## src/include/ccp_pkg.sv

```systemverilog
// Constants for the codec clock and synthesizer control block
package ccp_pkg;
  localparam int ADDR_W = 16;
  localparam int DATA_W = 8;
  localparam logic [15:0] ADDR_CLK_CTRL = 16'h4000;
  localparam logic [15:0] ADDR_SUPPLY = 16'h4001;
  localparam logic [15:0] ADDR_PLL_BASE = 16'h4002;
  localparam int PLL_BYTES = 6;
  localparam int PLL_W = 48;
  localparam int CC_CORE_EN = 0;
  localparam int CC_MCLK_LO = 1;
  localparam int CC_SRC_SEL = 3;
  localparam int CC_OUT_EN = 4;
  localparam int CC_OUT_LO = 5;
  localparam logic [7:0] CC_RST = 8'h00;
  localparam logic [7:0] CC_MASK = 8'h7F;
  localparam int SUP_LVL_LO = 1;
  localparam logic [7:0] SUP_RST = 8'h02;
  localparam logic [7:0] SUP_MASK = 8'h06;
  localparam int PL_EN = 0;
  localparam int PL_LOCK = 1;
  localparam int PL_TYPE = 8;
  localparam int PL_X_LO = 9;
  localparam int PL_R_LO = 11;
  localparam int PL_N_LO = 16;
  localparam int PL_M_LO = 32;
  localparam logic [47:0] PL_RST = 48'h0753_0287_1901;
  localparam logic [47:0] PL_MASK = 48'hFFFF_FFFF_7F01;
  localparam int LOCK_WIN_DEF = 32;
  localparam logic [1:0] MCLK_1024FS = 2'b11;
  localparam logic [3:0] OUT_DIV_32FS = 4'h8;
endpackage

```

## src/include/ccp_pll_if.sv

```systemverilog
// Synthesizer settings and feedback ticks between controller and NCO
interface ccp_pll_if;
  logic [15:0] m;
  logic [15:0] n;
  logic [3:0] r;
  logic frac;
  logic vco_tick;
  logic fb_tick;
  modport ctrl (output m, output n, output r, output frac, output vco_tick, input fb_tick);
  modport nco (input m, input n, input r, input frac, input vco_tick, output fb_tick);
endinterface

```

## src/design/ccp_nco.sv

```systemverilog
// Feedback NCO dividing VCO ticks by the mixed number R + N/M
module ccp_nco (
  input wire logic core_clk,
  input wire logic rst_n,
  ccp_pll_if.nco pll
);
  logic [3:0] cnt_ff;
  logic [15:0] acc_ff;
  logic extend_ff;
  logic use_frac;
  logic [16:0] sum;
  logic [16:0] rem;
  logic carry;
  logic [4:0] period_m1;
  logic wrap;

  // M of zero would divide by nothing, so it falls back to integer
  assign use_frac = pll.frac && (pll.m != 16'h0000);
  assign sum = {1'b0, acc_ff} + {1'b0, pll.n};
  assign carry = use_frac && (sum >= {1'b0, pll.m});
  assign rem = carry ? sum - {1'b0, pll.m} : sum;
  assign period_m1 = {1'b0, pll.r} - 5'd1 + {4'h0, extend_ff};
  assign wrap = {1'b0, cnt_ff} >= period_m1;
  assign pll.fb_tick = pll.vco_tick && wrap;

  always_ff @(posedge core_clk or negedge rst_n) begin
    if (!rst_n) begin
      cnt_ff <= '0;
      acc_ff <= '0;
    end else if (pll.vco_tick) begin
      if (wrap) begin
        cnt_ff <= '0;
        // Residue from an older, larger M is dropped, not paid off over many periods
        acc_ff <= (!use_frac || rem >= {1'b0, pll.m}) ? 16'h0000 : rem[15:0];
      end else begin
        cnt_ff <= cnt_ff + 1'b1;
      end
    end
  end

  // Integer mode drops a pending stretch at once
  always_ff @(posedge core_clk or negedge rst_n) begin
    if (!rst_n) begin
      extend_ff <= 1'b0;
    end else if (pll.vco_tick && wrap) begin
      extend_ff <= carry;
    end else if (!use_frac) begin
      extend_ff <= 1'b0;
    end
  end
endmodule

```

## src/design/ccp_tick_div.sv

```systemverilog
// Programmable divider of a one-cycle tick stream
module ccp_tick_div #(
  parameter int W = 4
) (
  input wire logic core_clk,
  input wire logic rst_n,
  input wire logic [W-1:0] div,
  input wire logic tick_in,
  output logic tick_out
);
  logic [W-1:0] cnt_ff;
  logic [W-1:0] div_m1;

  if (W < 1 || W > 8) begin : g_bad_w
    $error("ccp_tick_div width out of range");
  end

  assign div_m1 = div - 1'b1;
  // Compare with >= so a shrinking divisor never strands the counter
  assign tick_out = tick_in && (cnt_ff >= div_m1);

  always_ff @(posedge core_clk or negedge rst_n) begin
    if (!rst_n) begin
      cnt_ff <= '0;
    end else if (tick_in) begin
      cnt_ff <= (cnt_ff >= div_m1) ? '0 : cnt_ff + 1'b1;
    end
  end
endmodule

```

## src/design/ccp_top.sv

```systemverilog
// Clock source, core divider, clock output, supply level and synthesizer control
// Summary of operation
// - Source bit 3: 0 takes master clock pin, 1 takes synthesizer output.
// - Bits 6:5 pick clock output rate 32, 64, 128 or 256 times fs.
// - Bit 4 enables clock output pin; default disabled.
// - Bits 2:1 declare input as 256..1024 fs; divide by 1..4 to 256 fs.
// - Synthesizer output is always 1024 fs, so core divides it by four; here the core divides by bits 2:1 plus one, four only for code 11.
// - Bit 0 gates the core clock; default off.
// - Bits 2:1 of supply register set core supply level; reset is 1.4 V.
// - Denominator M is bits 47:40 joined with bits 39:32.
// - Numerator N is bits 31:24 joined with bits 23:16.
// - Bits 10:9 divide the reference by X plus one before the synthesizer.
// - Bit 8 chooses fractional or integer-N operation.
// - Feedback divides VCO by R plus N over M in fractional mode.
// - Bit 1 of synthesizer register is read-only lock status.
// - Lock status stays set once set.
// - Bit 0 of synthesizer register enables the synthesizer.
//
// Chosen here: the strobed register port.
module ccp_top
  import ccp_pkg::*;
#(
  parameter int LOCK_WIN = ccp_pkg::LOCK_WIN_DEF
) (
  input wire logic core_clk,
  input wire logic rst_n,
  input wire logic [ccp_pkg::ADDR_W-1:0] reg_addr,
  input wire logic [ccp_pkg::DATA_W-1:0] reg_wdata,
  input wire logic reg_wr,
  input wire logic reg_rd,
  output logic [ccp_pkg::DATA_W-1:0] reg_rdata,
  input wire logic master_clock_in_pin,
  input wire logic pll_vco_pin,
  output logic pll_ref_tick,
  output logic core_tick,
  output logic core_clk_running,
  output logic clock_out_pin,
  output logic pll_enable,
  output logic pll_locked,
  output logic [1:0] core_supply_output_level
);
  import ccp_pkg::*;

  logic [7:0] clk_ctrl_ff;
  logic [7:0] supply_ff;
  logic [47:0] pll_act_ff;
  logic [47:0] stage_ff;
  logic [2:0] burst_idx_ff;
  logic [7:0] rdata_ff;
  logic act_src_ff;
  logic [1:0] act_div_ff;
  logic [1:0] s1_ff;
  logic [1:0] s2_ff;
  logic [1:0] s3_ff;
  logic [1:0] lvl_ff;
  logic [7:0] win_cnt_ff;
  logic [8:0] fb_cnt_ff;
  logic lock_ff;
  logic clk_out_ff;
  logic [1:0] rise;
  logic mclk_rise;
  logic vco_rise;
  logic src_tick;
  logic div_tick;
  logic out_tick;
  logic [2:0] pll_idx;
  logic pll_hit;
  logic burst_ok;
  logic apply;
  logic [47:0] last_stage;

  ccp_pll_if pll_bus ();

  if (LOCK_WIN < 4 || LOCK_WIN > 255) begin : g_bad_win
    $error("LOCK_WIN must be 4 to 255");
  end

  function automatic logic [2:0] pll_index(input logic [15:0] addr);
    logic [15:0] off;
    off = addr - ADDR_PLL_BASE;
    pll_index = (off < 16'(PLL_BYTES)) ? off[2:0] : 3'h7;
  endfunction

  function automatic logic [5:0] byte_shift(input logic [2:0] idx);
    byte_shift = 6'(PLL_W - 8 - 8 * int'(idx));
  endfunction

  function automatic logic [47:0] put_byte(input logic [47:0] v, input logic [2:0] idx, input logic [7:0] b);
    put_byte = (v & ~(48'h0000_0000_00FF << byte_shift(idx))) | (48'(b) << byte_shift(idx));
  endfunction

  function automatic logic [7:0] get_byte(input logic [47:0] v, input logic [2:0] idx);
    get_byte = 8'(v >> byte_shift(idx));
  endfunction

  // Pin sampling; core_clk must outrun the pins by well over four to one
  always_ff @(posedge core_clk or negedge rst_n) begin
    if (!rst_n) begin
      s1_ff <= '0;
      s2_ff <= '0;
      s3_ff <= '0;
      lvl_ff <= '0;
    end else begin
      s1_ff <= {pll_vco_pin, master_clock_in_pin};
      s2_ff <= s1_ff;
      s3_ff <= s2_ff;
      lvl_ff <= (s2_ff & s3_ff) | (lvl_ff & (s2_ff | s3_ff));
    end
  end

  assign rise = ~lvl_ff & s2_ff & s3_ff;
  assign mclk_rise = rise[0];
  assign vco_rise = rise[1];

  // Register decode
  assign pll_idx = pll_index(reg_addr);
  assign pll_hit = pll_idx < 3'(PLL_BYTES);
  assign burst_ok = reg_wr && pll_hit && (pll_idx == 3'h0 || pll_idx == burst_idx_ff);
  assign apply = burst_ok && (pll_idx == 3'(PLL_BYTES - 1));
  assign last_stage = put_byte(stage_ff, pll_idx, reg_wdata);

  always_ff @(posedge core_clk or negedge rst_n) begin
    if (!rst_n) begin
      clk_ctrl_ff <= CC_RST;
    end else if (reg_wr && reg_addr == ADDR_CLK_CTRL) begin
      clk_ctrl_ff <= reg_wdata & CC_MASK;
    end
  end

  always_ff @(posedge core_clk or negedge rst_n) begin
    if (!rst_n) begin
      supply_ff <= SUP_RST;
    end else if (reg_wr && reg_addr == ADDR_SUPPLY) begin
      supply_ff <= reg_wdata & SUP_MASK;
    end
  end

  // Any other access between the bytes abandons the burst
  always_ff @(posedge core_clk or negedge rst_n) begin
    if (!rst_n) begin
      stage_ff <= PL_RST;
      burst_idx_ff <= '0;
    end else if (burst_ok) begin
      stage_ff <= last_stage;
      burst_idx_ff <= apply ? 3'h0 : pll_idx + 3'h1;
    end else if (reg_wr || reg_rd) begin
      burst_idx_ff <= '0;
    end
  end

  always_ff @(posedge core_clk or negedge rst_n) begin
    if (!rst_n) begin
      pll_act_ff <= PL_RST;
    end else if (apply) begin
      pll_act_ff <= last_stage & PL_MASK;
    end
  end

  always_ff @(posedge core_clk or negedge rst_n) begin
    if (!rst_n) begin
      rdata_ff <= '0;
    end else if (!reg_rd) begin
      rdata_ff <= '0;
    end else if (reg_addr == ADDR_CLK_CTRL) begin
      rdata_ff <= clk_ctrl_ff;
    end else if (reg_addr == ADDR_SUPPLY) begin
      rdata_ff <= supply_ff;
    end else if (pll_hit) begin
      rdata_ff <= get_byte(pll_act_ff | (48'(lock_ff) << PL_LOCK), pll_idx);
    end else begin
      rdata_ff <= '0;
    end
  end

  assign reg_rdata = rdata_ff;

  // Synthesizer settings to the feedback NCO
  assign pll_bus.m = pll_act_ff[PL_M_LO +: 16];
  assign pll_bus.n = pll_act_ff[PL_N_LO +: 16];
  assign pll_bus.r = pll_act_ff[PL_R_LO +: 4];
  assign pll_bus.frac = pll_act_ff[PL_TYPE];
  assign pll_bus.vco_tick = vco_rise && pll_act_ff[PL_EN];

  ccp_nco u_nco (
    .core_clk(core_clk),
    .rst_n(rst_n),
    .pll(pll_bus)
  );

  ccp_tick_div #(.W(3)) u_ref_div (
    .core_clk(core_clk),
    .rst_n(rst_n),
    .div({1'b0, pll_act_ff[PL_X_LO +: 2]} + 3'h1),
    .tick_in(mclk_rise && pll_act_ff[PL_EN]),
    .tick_out(pll_ref_tick)
  );

  // Lock: feedback count within one of reference count over a window
  always_ff @(posedge core_clk or negedge rst_n) begin
    if (!rst_n) begin
      win_cnt_ff <= '0;
      fb_cnt_ff <= '0;
      lock_ff <= 1'b0;
    end else if (!pll_act_ff[PL_EN] || apply) begin
      win_cnt_ff <= '0;
      fb_cnt_ff <= '0;
    end else if (pll_ref_tick && win_cnt_ff == 8'(LOCK_WIN - 1)) begin
      win_cnt_ff <= '0;
      fb_cnt_ff <= '0;
      if (fb_cnt_ff + 9'(pll_bus.fb_tick) + 9'd1 >= 9'(LOCK_WIN) && fb_cnt_ff <= 9'(LOCK_WIN)) begin
        lock_ff <= 1'b1;
      end
    end else begin
      if (pll_ref_tick) begin
        win_cnt_ff <= win_cnt_ff + 8'd1;
      end
      if (pll_bus.fb_tick && fb_cnt_ff != 9'h1FF) begin
        fb_cnt_ff <= fb_cnt_ff + 9'd1;
      end
    end
  end

  // Source and divider copies only follow while the core is stopped
  always_ff @(posedge core_clk or negedge rst_n) begin
    if (!rst_n) begin
      act_src_ff <= 1'b0;
      act_div_ff <= '0;
    end else if (!clk_ctrl_ff[CC_CORE_EN]) begin
      act_src_ff <= clk_ctrl_ff[CC_SRC_SEL];
      act_div_ff <= clk_ctrl_ff[CC_MCLK_LO +: 2];
    end
  end

  // 1024 fs from the synthesizer leaves code 11 and a divide by four
  assign src_tick = act_src_ff ? vco_rise : mclk_rise;

  ccp_tick_div #(.W(3)) u_core_div (
    .core_clk(core_clk),
    .rst_n(rst_n),
    .div({1'b0, act_div_ff} + 3'h1),
    .tick_in(src_tick),
    .tick_out(div_tick)
  );

  assign core_tick = div_tick && clk_ctrl_ff[CC_CORE_EN];
  assign core_clk_running = clk_ctrl_ff[CC_CORE_EN];

  ccp_tick_div #(.W(4)) u_out_div (
    .core_clk(core_clk),
    .rst_n(rst_n),
    .div(OUT_DIV_32FS >> clk_ctrl_ff[CC_OUT_LO +: 2]),
    .tick_in(core_tick),
    .tick_out(out_tick)
  );

  always_ff @(posedge core_clk or negedge rst_n) begin
    if (!rst_n) begin
      clk_out_ff <= 1'b0;
    end else begin
      clk_out_ff <= out_tick && clk_ctrl_ff[CC_OUT_EN];
    end
  end

  assign clock_out_pin = clk_out_ff;
  assign pll_enable = pll_act_ff[PL_EN];
  assign pll_locked = lock_ff;
  assign core_supply_output_level = supply_ff[SUP_LVL_LO +: 2];
endmodule

```

## config.mk

```make
export PLATFORM = sky130hd
export DESIGN_NAME = ccp_top
export DESIGN_NICKNAME = d
export VERILOG_FILES = /design/src/include/ccp_pkg.sv /design/src/include/ccp_pll_if.sv /design/src/design/ccp_nco.sv /design/src/design/ccp_tick_div.sv /design/src/design/ccp_top.sv
export SDC_FILE = /design/constraint.sdc
export NUM_CORES = 1
export LEC_CHECK = 0
export BUFFER_PORTS_ARGS = -buffer_cell sky130_fd_sc_hd__buf_4
export CORE_AREA = 2 2 133 135
export DETAILED_ROUTE_END_ITERATION = 6
export DIE_AREA = 0 0 135 137
export GPL_TIMING_DRIVEN = 1
export PLACE_DENSITY = 0.77
export SYNTH_ARGS = -nofsm -noshare
export SYNTH_HDL_FRONTEND = slang
export SYNTH_SLANG_ARGS = --single-unit
export TNS_END_PERCENT = 1
```

## constraint.sdc

```tcl
create_clock -name core_clk -period 9.6 [get_ports core_clk]
set_clock_uncertainty 0.1 [all_clocks]
set_input_delay 0.96 -clock core_clk [delete_from_list [all_inputs] [get_ports core_clk]]
set_output_delay 0.96 -clock core_clk [all_outputs]
set_load 0.005 [all_outputs]
```

==> results of run 1 <==
[worst max-delay path by stage]
stage,from,endpoint,slack (ns)
2_1_floorplan,pll_act_ff[16]$_DFFE_PN1P_,u_nco.acc_ff[10]$_DFFE_PN0P_,3.39
6_report,u_nco.acc_ff[0]$_DFFE_PN0P_,u_nco.acc_ff[6]$_DFFE_PN0P_,2.34
3_3_place_gp,pll_act_ff[16]$_DFFE_PN1P_,u_nco.acc_ff[0]$_DFFE_PN0P_,2.68
4_1_cts,pll_act_ff[16]$_DFFE_PN1P_,u_nco.acc_ff[11]$_DFFE_PN0P_,2.47
5_1_grt,u_nco.acc_ff[0]$_DFFE_PN0P_,u_nco.acc_ff[6]$_DFFE_PN0P_,1.87
3_5_place_dp,pll_act_ff[16]$_DFFE_PN1P_,u_nco.acc_ff[6]$_DFFE_PN0P_,2.53
[area by class of cell]
type                            instances  area share, %
Timing Repair Buffer                   50           3.41
Inverter                               61           2.06
Antenna cell                            1         0.0225
Sequential cell                       161           36.7
Tap cell                              225           2.54
Multi-Input combinational cell        793           50.3
Clock inverter                         14           1.16
Clock buffer                           18           3.86
[layer usage]
metal	part of all wire, %	global-route usage [%]	wire length [um]	up-vias
li1	-	-	-	3998
met1	45	40.2	11600	4079
met2	46	46.8	12000	276
met3	6.5	5.44	1670	38
met4	2.1	9.20	553	0
met5	0	0	0	-
[flip-flops by register name, summed over array words and instances, names as in the netlist, 3 cells and up]
| name | cells |
|---|---|
| burst_idx_ff | 3 |
| clk_ctrl_ff | 7 |
| fb_cnt_ff | 9 |
| pll_act_ff | 40 |
| reg_rdata | 8 |
| stage_ff | 40 |
| u_core_div.cnt_ff | 3 |
| u_nco.acc_ff | 16 |
| u_nco.cnt_ff | 4 |
| u_out_div.cnt_ff | 4 |
| u_ref_div.cnt_ff | 3 |
| win_cnt_ff | 8 |
[layout by cell type, fill, tap and decap left out, types with 31 or more instances in the layout]
cell / Yosys / final
nor2_1: 50 / 50
nand3_1: 32 / 32
o21ai_0: 78 / 78
dfstp_2: 33 / 33
dfrtp_1: 128 / 128
xnor2_1: 31 / 31
a21oi_1: 63 / 63
buf_4: 0 / 49
ha_1: 76 / 76
nand2_1: 106 / 105
inv_1: 61 / 61
[cell families (layout without fill, tap and decap cells)]
| logic type | count (synthesis) | in the layout | synth area share (%) |
|---|---|---|---|
| AO/OA/AOI/OAI | 318 | 318 | 21.8 |
| AND/OR/NAND/NOR | 316 | 316 | 15.8 |
| flip-flops | 161 | 161 | 40.3 |
| buffers and inverters | 111 | 143 | 4.40 |
| adder cells (fa/ha/maj) | 79 | 79 | 9.92 |
| XOR/XNOR | 40 | 40 | 3.47 |
| multiplexers | 40 | 40 | 4.24 |
| other | 0 | 1 | 0 |
[power by group]
group          switching, mW  internal [mW]  total (mW)
clock                  0.304          0.340       0.643
combinational         0.0340         0.0146      0.0485
sequential           0.00157          0.681       0.683
[worst max-delay path, delay by kind of cell (launching register included)]
kind                       cells  cell delay (ns)
AOI/OAI and AO/OA             11             2.95
xor gates and xnor gates       1             0.13
adders and majority gates      4             1.34
buffers and inverters          1             0.07
DFF                            1             0.38
muxes                          2             0.58
and+or+nand+nor                5             1.63
==> flow_summary_export.csv, run 1 <==
group,metric,value,unit
status,status,"finished clean",
cells_and_area,final_cells,1323,
yosys,syn_nets,1173,
clock_tree,cts_inserted_buffers,17,
routing,remaining_drc_errors,0,
timing,max_freq,138,MHz
hold_path,hold_path_end,"s2_ff[0]$_DFF_PN0_",
floorplanning,start_util,59.2,%
timing,worstMarginPinSlew,1.18,ns
cells_and_area,syn_to_final_growth,10.1,%
setup_path,rrSetupSlack,2.34,ns
timing,slew_headroom,20.6,%
yosys,syn-cell-area,10100,sq um
cells_and_area,finalInstanceArea,11100,sq um
place,pre_cts_ws,2.53,ns
yosys,yosys-top-cells-count,"dfrtp_1 (128), nand2_1 (106), o21ai_0 (78)",
place,place_area,10500,sq um
power_and_ir_drop,p_per_area,124,nW/um^2
place,gp_congestion,0.963,
hold_path,hold_path_depth,0,
global_routing,grt_use_total,29.1,%
setup_path,cpMaxStageDelayCell,"or4_1",
timing,fin_hold_ws,0.251,ns
global_routing,grt_start_max_net_pins,97,
cells_and_area,multi_input_area,5580,sq um
clock_tree,postCtsHoldBufs,0,
yosys,syn_inst,1065,
yosys,post_synth.cell_area_avg,9.47,sq um
setup_path,start_kind,"register",
setup_path,cpPeakStageDelay,0.56,ns
timing,final.setup.tns,0,ns
setup_path,critPathArrivalTime,7.49,ns
routing,vias,8391,
cells_and_area,fill_cells,1394,
yosys,ys.flop_type,"dfrtp_1",
routing,totalWireLength,25800,um
routing,first_iter_violations,712,
setup_path,cp_data_required_time,9.83,ns
global_routing,grt_pass1_vias,7949,
setup_path,crit_top_cell,"ha_1",
yosys,yosys_warnings,0,
global_routing,grt_pass1_wl,41900,um
timing,period_share,75.6,%
routing,ant_nets,0,
clock_tree,cts_max_level,4,
power_and_ir_drop,peakVddDrop,138,uV
yosys,synth.distinct_cells,72,
floorplanning,fp.dieW,135,um
clock_tree,post_cts_buffers,0,
cells_and_area,nNetsFinal,1192,
power_and_ir_drop,power,1.37,mW
clock_tree,cts_tree,"built",
clock_tree,cts_resized,0,
setup_path,crit_fanout,20,
clock_tree,clock_sinks,161,
timing,rsz0062_at_grt,"false",
global_routing,antenna_found_initial,2,
hold_path,hp-start,"s1_ff[0]$_DFF_PN0_",
yosys,ys_top_cells_by_area,"dfrtp_1 (32%), ha_1 (9.4%), dfstp_2 (8.6%)",
cells_and_area,drive_gt1_share,14.1,%
clock_tree,cts_buffer_depth,2,
routing,avgRoutedWirePerCell,19.5,um
floorplanning,dieArea,18500,sq um
yosys,ys_seq_area_share,40.3,%
floorplanning,core.rowCount,48,
setup_path,r2r-start,"u_nco.acc_ff[0]$_DFFE_PN0P_",
yosys,synthArstFlopShare,100,%
yosys,synth_area_leader_cell,"dfrtp_1",
setup_path,timing.rr.end,"u_nco.acc_ff[6]$_DFFE_PN0P_",
timing,final-hold-violation-count,0,
run,max_cap_viol_count,0,
setup_path,path_class,"register to register",
floorplanning,core_area,17100,sq um
global_routing,overflow,0,
routing,drt_pass1_iterations,6,
yosys,synth_top_area_share,31.7,%
yosys,synth_edf_count,0,
yosys,ys_ff_latch,161,
hold_path,hold_path_class,"register to register",
timing,worst_slack,2.34,ns
place,io_buffers,45,
timing,finalSetupViolations,0,
cells_and_area,utilization,65.1,%
setup_path,crit_chain,"ha_1 > fa_1 > a211oi_1 > o21ai_0 > a31oi_1 > o21bai_1 > a21oi_1 > xnor2_1 > ha_1 > and3_1 > nand4_1 > or4_1 > o2111a_1 > a21bo_2 > mux2i_1 > inv_1 > ha_1 > a2111oi_0 > a21oi_1 > o31a_1 > or4_1 > nor2_1 > mux2i_1 > o21ai_0",
setup_path,end_kind,"register",
place,placed_cells,1290,
timing,slew_viol_final,0,
yosys,post-synth-top-count-cell,"dfrtp_1",
clock_tree,cts-root-buf,"clkbuf_16",
clock_tree,clkTransAtPathRegs,0.07,ns
cells_and_area,regArea,4070,sq um
power_and_ir_drop,p_leak,5.28,nW
routing,via_per_inst,6.34,
clock_tree,clock_latency,0.43,ns
place,hpwl,19000,um
floorplanning,io_pins,46,
timing,fin_crit,7.26,ns
floorplanning,die_h,137,um
setup_path,reg2reg_depth,24,
Note: power is estimated with default switching activity, not from simulation.
==> run 2: changes to the inputs <==
Settings changed: ABC_AREA set to 1, CORE_AREA 2 2 133 135 to 2 2 136 138, DIE_AREA 0 0 135 137 to 0 0 138 140.
Clock period 9.6 ns to 7 ns, I/O delays scaled along.
==> flow_summary_export.csv, run 2 <==
group,metric,value,unit
cells_and_area,diodes,0,
routing,drt_pass1_iterations,5,
clock_tree,cts_buffer_depth,2,
run,max_cap_viol_count,0,
routing,totalWireLength,26900,um
power_and_ir_drop,power,1.99,mW
setup_path,timing.rr.end,"u_nco.acc_ff[0]$_DFFE_PN0P_",
floorplanning,core_area,17800,sq um
setup_path,critPathArrivalTime,6.29,ns
timing,fin_hold_ws,0.246,ns
floorplanning,core.rowCount,49,
cells_and_area,finalInstanceArea,11600,sq um
clock_tree,cts_max_level,4,
timing,final-hold-violation-count,0,
timing,final.setup.tns,0,ns
routing,first_iter_violations,906,
yosys,syn_inst,1381,
setup_path,crit_top_cell,"nand2_1",
routing,via_per_inst,5.77,
yosys,ys.flop_type,"dfrtp_1",
setup_path,cpMaxStageDelayCell,"dfstp_2",
hold_path,hold_path_class,"input port to register",
clock_tree,cts_resized,0,
global_routing,overflow,0,
routing,avgRoutedWirePerCell,16.3,um
timing,fin_crit,6.01,ns
setup_path,start_kind,"register",
yosys,ys_top_cells_by_area,"dfrtp_1 (31%), nand2_1 (13%), ha_1 (9.1%)",
clock_tree,post_cts_buffers,0,
routing,vias,9539,
place,io_buffers,45,
yosys,synth_edf_count,0,
yosys,ys_ff_latch,161,
clock_tree,clkTransAtPathRegs,0.08,ns
timing,rsz0062_at_grt,"false",
place,gp_congestion,0.940,
cells_and_area,fill_cells,1559,
routing,ant_nets,0,
global_routing,antenna_found_initial,0,
setup_path,crit_fanout,31,
global_routing,grt_use_total,28.4,%
clock_tree,clock_latency,0.45,ns
place,hpwl,19700,um
setup_path,cp_data_required_time,7.28,ns
cells_and_area,final_cell_mix,"nand2_1 (372), inv_1 (152), dfrtp_1 (128)",
clock_tree,cts_tree,"built",
yosys,syn-cell-area,10500,sq um
clock_tree,cts-root-buf,"clkbuf_16",
yosys,synth_top_area_share,30.6,%
clock_tree,cts_inserted_buffers,17,
floorplanning,dieArea,19300,sq um
yosys,synth_area_leader_cell,"dfrtp_1",
yosys,ys_seq_area_share,38.9,%
clock_tree,postCtsHoldBufs,0,
setup_path,r2r-start,"pll_act_ff[18]$_DFFE_PN1P_",
place,place_area,10900,sq um
global_routing,grt_start_max_net_pins,112,
power_and_ir_drop,p_leak,5.59,nW
yosys,yosys_warnings,0,
setup_path,rrSetupSlack,0.99,ns
floorplanning,start_util,58.9,%
setup_path,reg2reg_depth,35,
timing,max_freq,166,MHz
clock_tree,clock_sinks,161,
setup_path,end_kind,"register",
cells_and_area,final_common_cell,"nand2_1",
cells_and_area,top_regs,"pll_act_ff: 40 flops, stage_ff: 40 flops, u_nco.acc_ff: 16 flops",
hold_path,hold_path_end,"s1_ff[1]$_DFF_PN0_",
cells_and_area,utilization,65.1,%
yosys,syn_nets,1489,
status,status,"finished clean",
floorplanning,fp.dieW,138,um
setup_path,cpPeakStageDelay,0.56,ns
cells_and_area,drive_gt1_share,10.6,%
timing,worstMarginPinSlew,1.01,ns
global_routing,grt_pass1_vias,8817,
cells_and_area,nNetsFinal,1518,
hold_path,hp-start,"pll_vco_pin",
power_and_ir_drop,peakVddDrop,202,uV
global_routing,grt_pass1_wl,44200,um
cells_and_area,syn_to_final_growth,10.5,%
power_and_ir_drop,p_per_area,172,nW/um^2
hold_path,hold_path_depth,1,
timing,period_share,85.9,%
yosys,post_synth.cell_area_avg,7.59,sq um
timing,finalSetupViolations,0,
routing,remaining_drc_errors,0,
yosys,synth.distinct_cells,52,
yosys,synthArstFlopShare,100,%
timing,slew_headroom,32.6,%
floorplanning,io_pins,46,
timing,slew_viol_final,0,
setup_path,path_class,"register to register",
floorplanning,die_h,140,um
yosys,yosys-top-cells-count,"nand2_1 (372), inv_1 (152), dfrtp_1 (128)",
yosys,post-synth-top-count-cell,"nand2_1",
[run 2: critical path: cells and delay by family, from the launching register on]
family                   cells  cell delay [ns]
AND/OR/NAND/NOR             22             2.42
AO/OA/AOI/OAI                8             1.59
adder cells (fa/ha/maj)      3             0.95
flip-flops                   1             0.56
buffers and inverters        2             0.28
[run 2: worst max-delay path by stage]
stage,startpoint,to,cells past startpoint
after floorplan,pll_act_ff[18]$_DFFE_PN1P_,u_nco.acc_ff[12]$_DFFE_PN0P_,37
after global placement,pll_act_ff[18]$_DFFE_PN1P_,u_nco.acc_ff[0]$_DFFE_PN0P_,35
after detailed placement,pll_act_ff[18]$_DFFE_PN1P_,u_nco.acc_ff[0]$_DFFE_PN0P_,35
after CTS,pll_act_ff[18]$_DFFE_PN1P_,u_nco.acc_ff[0]$_DFFE_PN0P_,35
after global routing,pll_act_ff[18]$_DFFE_PN1P_,u_nco.acc_ff[0]$_DFFE_PN0P_,35
final,pll_act_ff[18]$_DFFE_PN1P_,u_nco.acc_ff[0]$_DFFE_PN0P_,35
[run 2: metal layers]
layer  part of all wire, %  vias to the layer above  track usage (%)
li1                      -                     4642                -
met1                    44                     4455             38.6
met2                    46                      372             45.6
met3                   6.8                       70             5.78
met4                   2.9                        0             9.56
met5                     0                        -                0
[run 2: cells by family (layout without fill, tap and decap cells)]
logic type	Yosys count	after routing	share of synthesized area, %
AOI/OAI and AO/OA	280	280	14.6
xor gates and xnor gates	42	42	3.51
adders and majority gates	78	78	9.46
buffers and inverters	200	242	7.72
DFF	161	161	38.9
muxes	2	2	0.203
and+or+nand+nor	618	618	25.6
[run 2: cell type report]
cell class | count | area (sq um) | area share (%)
clock buffer | 17 | 425 | 3.67
clock inverter | 15 | 214 | 1.85
inverter | 159 | 597 | 5.16
multi-input combinational | 1020 | 5600 | 48.3
sequential | 161 | 4070 | 35.2
tap | 229 | 287 | 2.48
timing repair buffer | 51 | 387 | 3.34
[run 2: power by group]
part           internal, mW  total (mW)  switching [mW]
clock                 0.521       0.994           0.473
sequential            0.934       0.935         0.00144
combinational        0.0189      0.0652          0.0463
total                  1.47        1.99           0.520
[run 2: through the flow]
| stage | std cells | setup WS [ns] |
|---|---|---|
| CTS | 1652 | 1.07 |
| global route | 1652 | 0.215 |
| global placement | 1620 | 1.26 |
| floorplan | 1381 | 1.92 |
| finish | 1652 | 0.989 |
| detailed placement | 1620 | 1.09 |
==> run 3: changes to the inputs <==
Settings changed: CORE_AREA 2 2 136 138 to 2 2 139 141, DIE_AREA 0 0 138 140 to 0 0 141 143, SYNTH_HIERARCHICAL set to 1.
Clock period 7 ns to 7.7 ns, I/O delays scaled along.
==> flow_summary_export.csv, run 3 <==
group,metric,value,unit
status,status,"finished clean",
cells_and_area,nNetsFinal,1585,
yosys,synth_area_leader_cell,"dfrtp_1",
timing,period_share,67.1,%
routing,ant_nets,0,
place,hpwl,21200,um
setup_path,rrSetupSlack,2.53,ns
timing,worstMarginPinSlew,1.23,ns
timing,fin_crit,5.17,ns
cells_and_area,syn_to_final_growth,9.52,%
timing,final.setup.tns,0,ns
routing,avgRoutedWirePerCell,16.9,um
clock_tree,cts_max_level,4,
global_routing,grt_start_max_net_pins,94,
yosys,ys_ff_latch,161,
timing,max_freq,194,MHz
clock_tree,cts_inserted_buffers,17,
global_routing,grt_use_total,29.6,%
setup_path,crit_top_cell,"nand2_1",
global_routing,grt_pass1_vias,9127,
yosys,syn_inst,1443,
setup_path,cp_data_required_time,7.96,ns
floorplanning,core.rowCount,50,
routing,drt_pass1_iterations,6,
setup_path,end_kind,"register",
floorplanning,core_area,18600,sq um
power_and_ir_drop,power,1.85,mW
yosys,yosys-top-cells-count,"nand2_1 (381), inv_1 (159), dfrtp_1 (128)",
setup_path,cpMaxStageDelayCell,"dfstp_2",
cells_and_area,final_common_cell,"nand2_1",
floorplanning,io_pins,46,
place,gp_congestion,0.964,
floorplanning,die_h,143,um
yosys,synth_edf_count,0,
cells_and_area,final_cell_mix,"nand2_1 (381), inv_1 (159), dfrtp_1 (128)",
global_routing,antenna_found_initial,0,
clock_tree,post_cts_buffers,0,
clock_tree,clock_sinks,161,
timing,finalSetupViolations,0,
clock_tree,postCtsHoldBufs,0,
routing,remaining_drc_errors,0,
yosys,ys_seq_area_share,36.9,%
power_and_ir_drop,p_per_area,154,nW/um^2
floorplanning,fp.dieW,141,um
cells_and_area,top_regs,"pll_act_ff: 40 flops, stage_ff: 40 flops, u_nco/acc_ff: 16 flops",
clock_tree,cts-root-buf,"clkbuf_16",
clock_tree,cts_buffer_depth,2,
yosys,syn_nets,1558,
yosys,syn-cell-area,11000,sq um
power_and_ir_drop,peakVddDrop,158,uV
global_routing,grt_pass1_wl,47000,um
power_and_ir_drop,p_leak,5.96,nW
setup_path,critPathArrivalTime,5.43,ns
setup_path,critical_path.top_delay_family,"simple AND/OR/NAND/NOR gates",
yosys,synth_top_area_share,29.0,%
hold_path,hold_path_class,"register to register",
hold_path,hold_path_depth,0,
setup_path,timing.rr.end,"u_nco/acc_ff[1]$_DFFE_PN0P_",
run,max_cap_viol_count,0,
floorplanning,start_util,59.4,%
hold_path,hold_path_end,"s2_ff[0]$_DFF_PN0_",
routing,via_per_inst,5.77,
clock_tree,clock_latency,0.44,ns
setup_path,reg2reg_depth,32,
timing,rsz0062_at_grt,"false",
routing,first_iter_violations,992,
yosys,synth.distinct_cells,55,
cells_and_area,diodes,0,
yosys,ys.flop_type,"dfrtp_1",
setup_path,crit_fanout,18,
clock_tree,cts_resized,0,
clock_tree,cts_tree,"built",
yosys,post_synth.cell_area_avg,7.64,sq um
yosys,post-synth-top-count-cell,"nand2_1",
place,io_buffers,45,
setup_path,path_buf_inv,1,
cells_and_area,drive_gt1_share,13.3,%
yosys,synthArstFlopShare,100,%
floorplanning,dieArea,20200,sq um
clock_tree,clkTransAtPathRegs,0.07,ns
routing,vias,9908,
setup_path,path_class,"register to register",
routing,totalWireLength,28900,um
yosys,yosys_warnings,6,
timing,slew_headroom,17.7,%
yosys,ys_top_cells_by_area,"dfrtp_1 (29%), nand2_1 (13%), ha_1 (9.4%)",
setup_path,start_kind,"register",
setup_path,r2r-start,"pll_act_ff[23]$_DFFE_PN1P_",
hold_path,hp-start,"s1_ff[0]$_DFF_PN0_",
setup_path,cpPeakStageDelay,0.59,ns
timing,final-hold-violation-count,0,
global_routing,overflow,0,
timing,slew_viol_final,0,
==> run 3: cell count changes in the layout (fill, tap and decap cells not counted), moves of 9 or more <==
cell     change
o21ai_1     -34
nor2_2      -12
nand2_2     +28
a21oi_1     +11
nand4_1      +9
nand3_1     +21
nor3_1       -9
nand2_1      +9
a22oi_1     -13
==> run 3: worst max path at each step <==
| stage | slack [ns] | to | cells after the start | start |
|---|---|---|---|---|
| global placement | 2.71 | u_nco/acc_ff[12]$_DFFE_PN0P_ | 33 | pll_act_ff[16]$_DFFE_PN1P_ |
| finish | 2.53 | u_nco/acc_ff[1]$_DFFE_PN0P_ | 32 | pll_act_ff[23]$_DFFE_PN1P_ |
| global route | 2.25 | u_nco/acc_ff[1]$_DFFE_PN0P_ | 33 | pll_act_ff[21]$_DFFE_PN0P_ |
| detailed placement | 2.74 | u_nco/acc_ff[7]$_DFFE_PN0P_ | 33 | pll_act_ff[16]$_DFFE_PN1P_ |
| CTS | 2.68 | u_nco/acc_ff[1]$_DFFE_PN0P_ | 33 | pll_act_ff[16]$_DFFE_PN1P_ |
| floorplan | 3.41 | u_nco/acc_ff[0]$_DFFE_PN0P_ | 37 | pll_act_ff[16]$_DFFE_PN1P_ |
==> run 3: metal layers <==
layer  routed length (um)  GRT usage, %
met4                  724          9.16
met5                    0             0
met1                12700          41.7
met2                13200          47.3
met3                 2320          4.93
==> run 3: cell families after synthesis <==
logic type | Yosys count | share of synthesized area [%]
flops | 161 | 36.9
fa+ha+maj | 86 | 9.87
compound gates | 242 | 11.8
xor+xnor | 41 | 3.26
simple gates | 691 | 28.8
buf+inv | 208 | 8.04
mux | 14 | 1.34
==> run 3: cell type report <==
type / instances / area (sq um)
timing repair buffer: 46 / 349
sequential: 161 / 4070
inverter: 170 / 639
clock buffer: 18 / 439
tap: 234 / 293
multi-input combinational: 1074 / 6070
fill: 1581 / 6500
clock inverter: 14 / 216
==> run 3: report_power, final <==
group / switching (mW) / internal (mW)
Combinational: 0.0379 / 0.0156
Sequential: 0.00150 / 0.849
Clock: 0.386 / 0.565
Total: 0.425 / 1.43
==> run 3: worst register-to-register path, delay by kind of cell (launching register included) <==
family	cells	cell delay [ns]
compound gates	5	1.18
xor+xnor	1	0.24
fa+ha+maj	3	0.89
buf+inv	1	0.07
flops	1	0.59
simple gates	22	1.99
==> run 3: metrics by stage <==
| stage | worst slack, ns | utilization [%] | hold slack (ns) | cell area, sq um | std cells |
|---|---|---|---|---|---|
| 2_1_floorplan | 3.41 | - | 0.231 | 11000 | 1443 |
| 3_3_place_gp | 2.71 | 61.5 | 0.233 | 11400 | 1685 |
| 3_5_place_dp | 2.74 | 61.5 | 0.236 | 11400 | 1685 |
| 4_1_cts | 2.68 | 65.0 | 0.252 | 12100 | 1717 |
| 5_1_grt | 2.25 | 65.0 | 0.271 | 12100 | 1717 |
| 6_report | 2.53 | 65.0 | 0.251 | 12100 | 1717 |
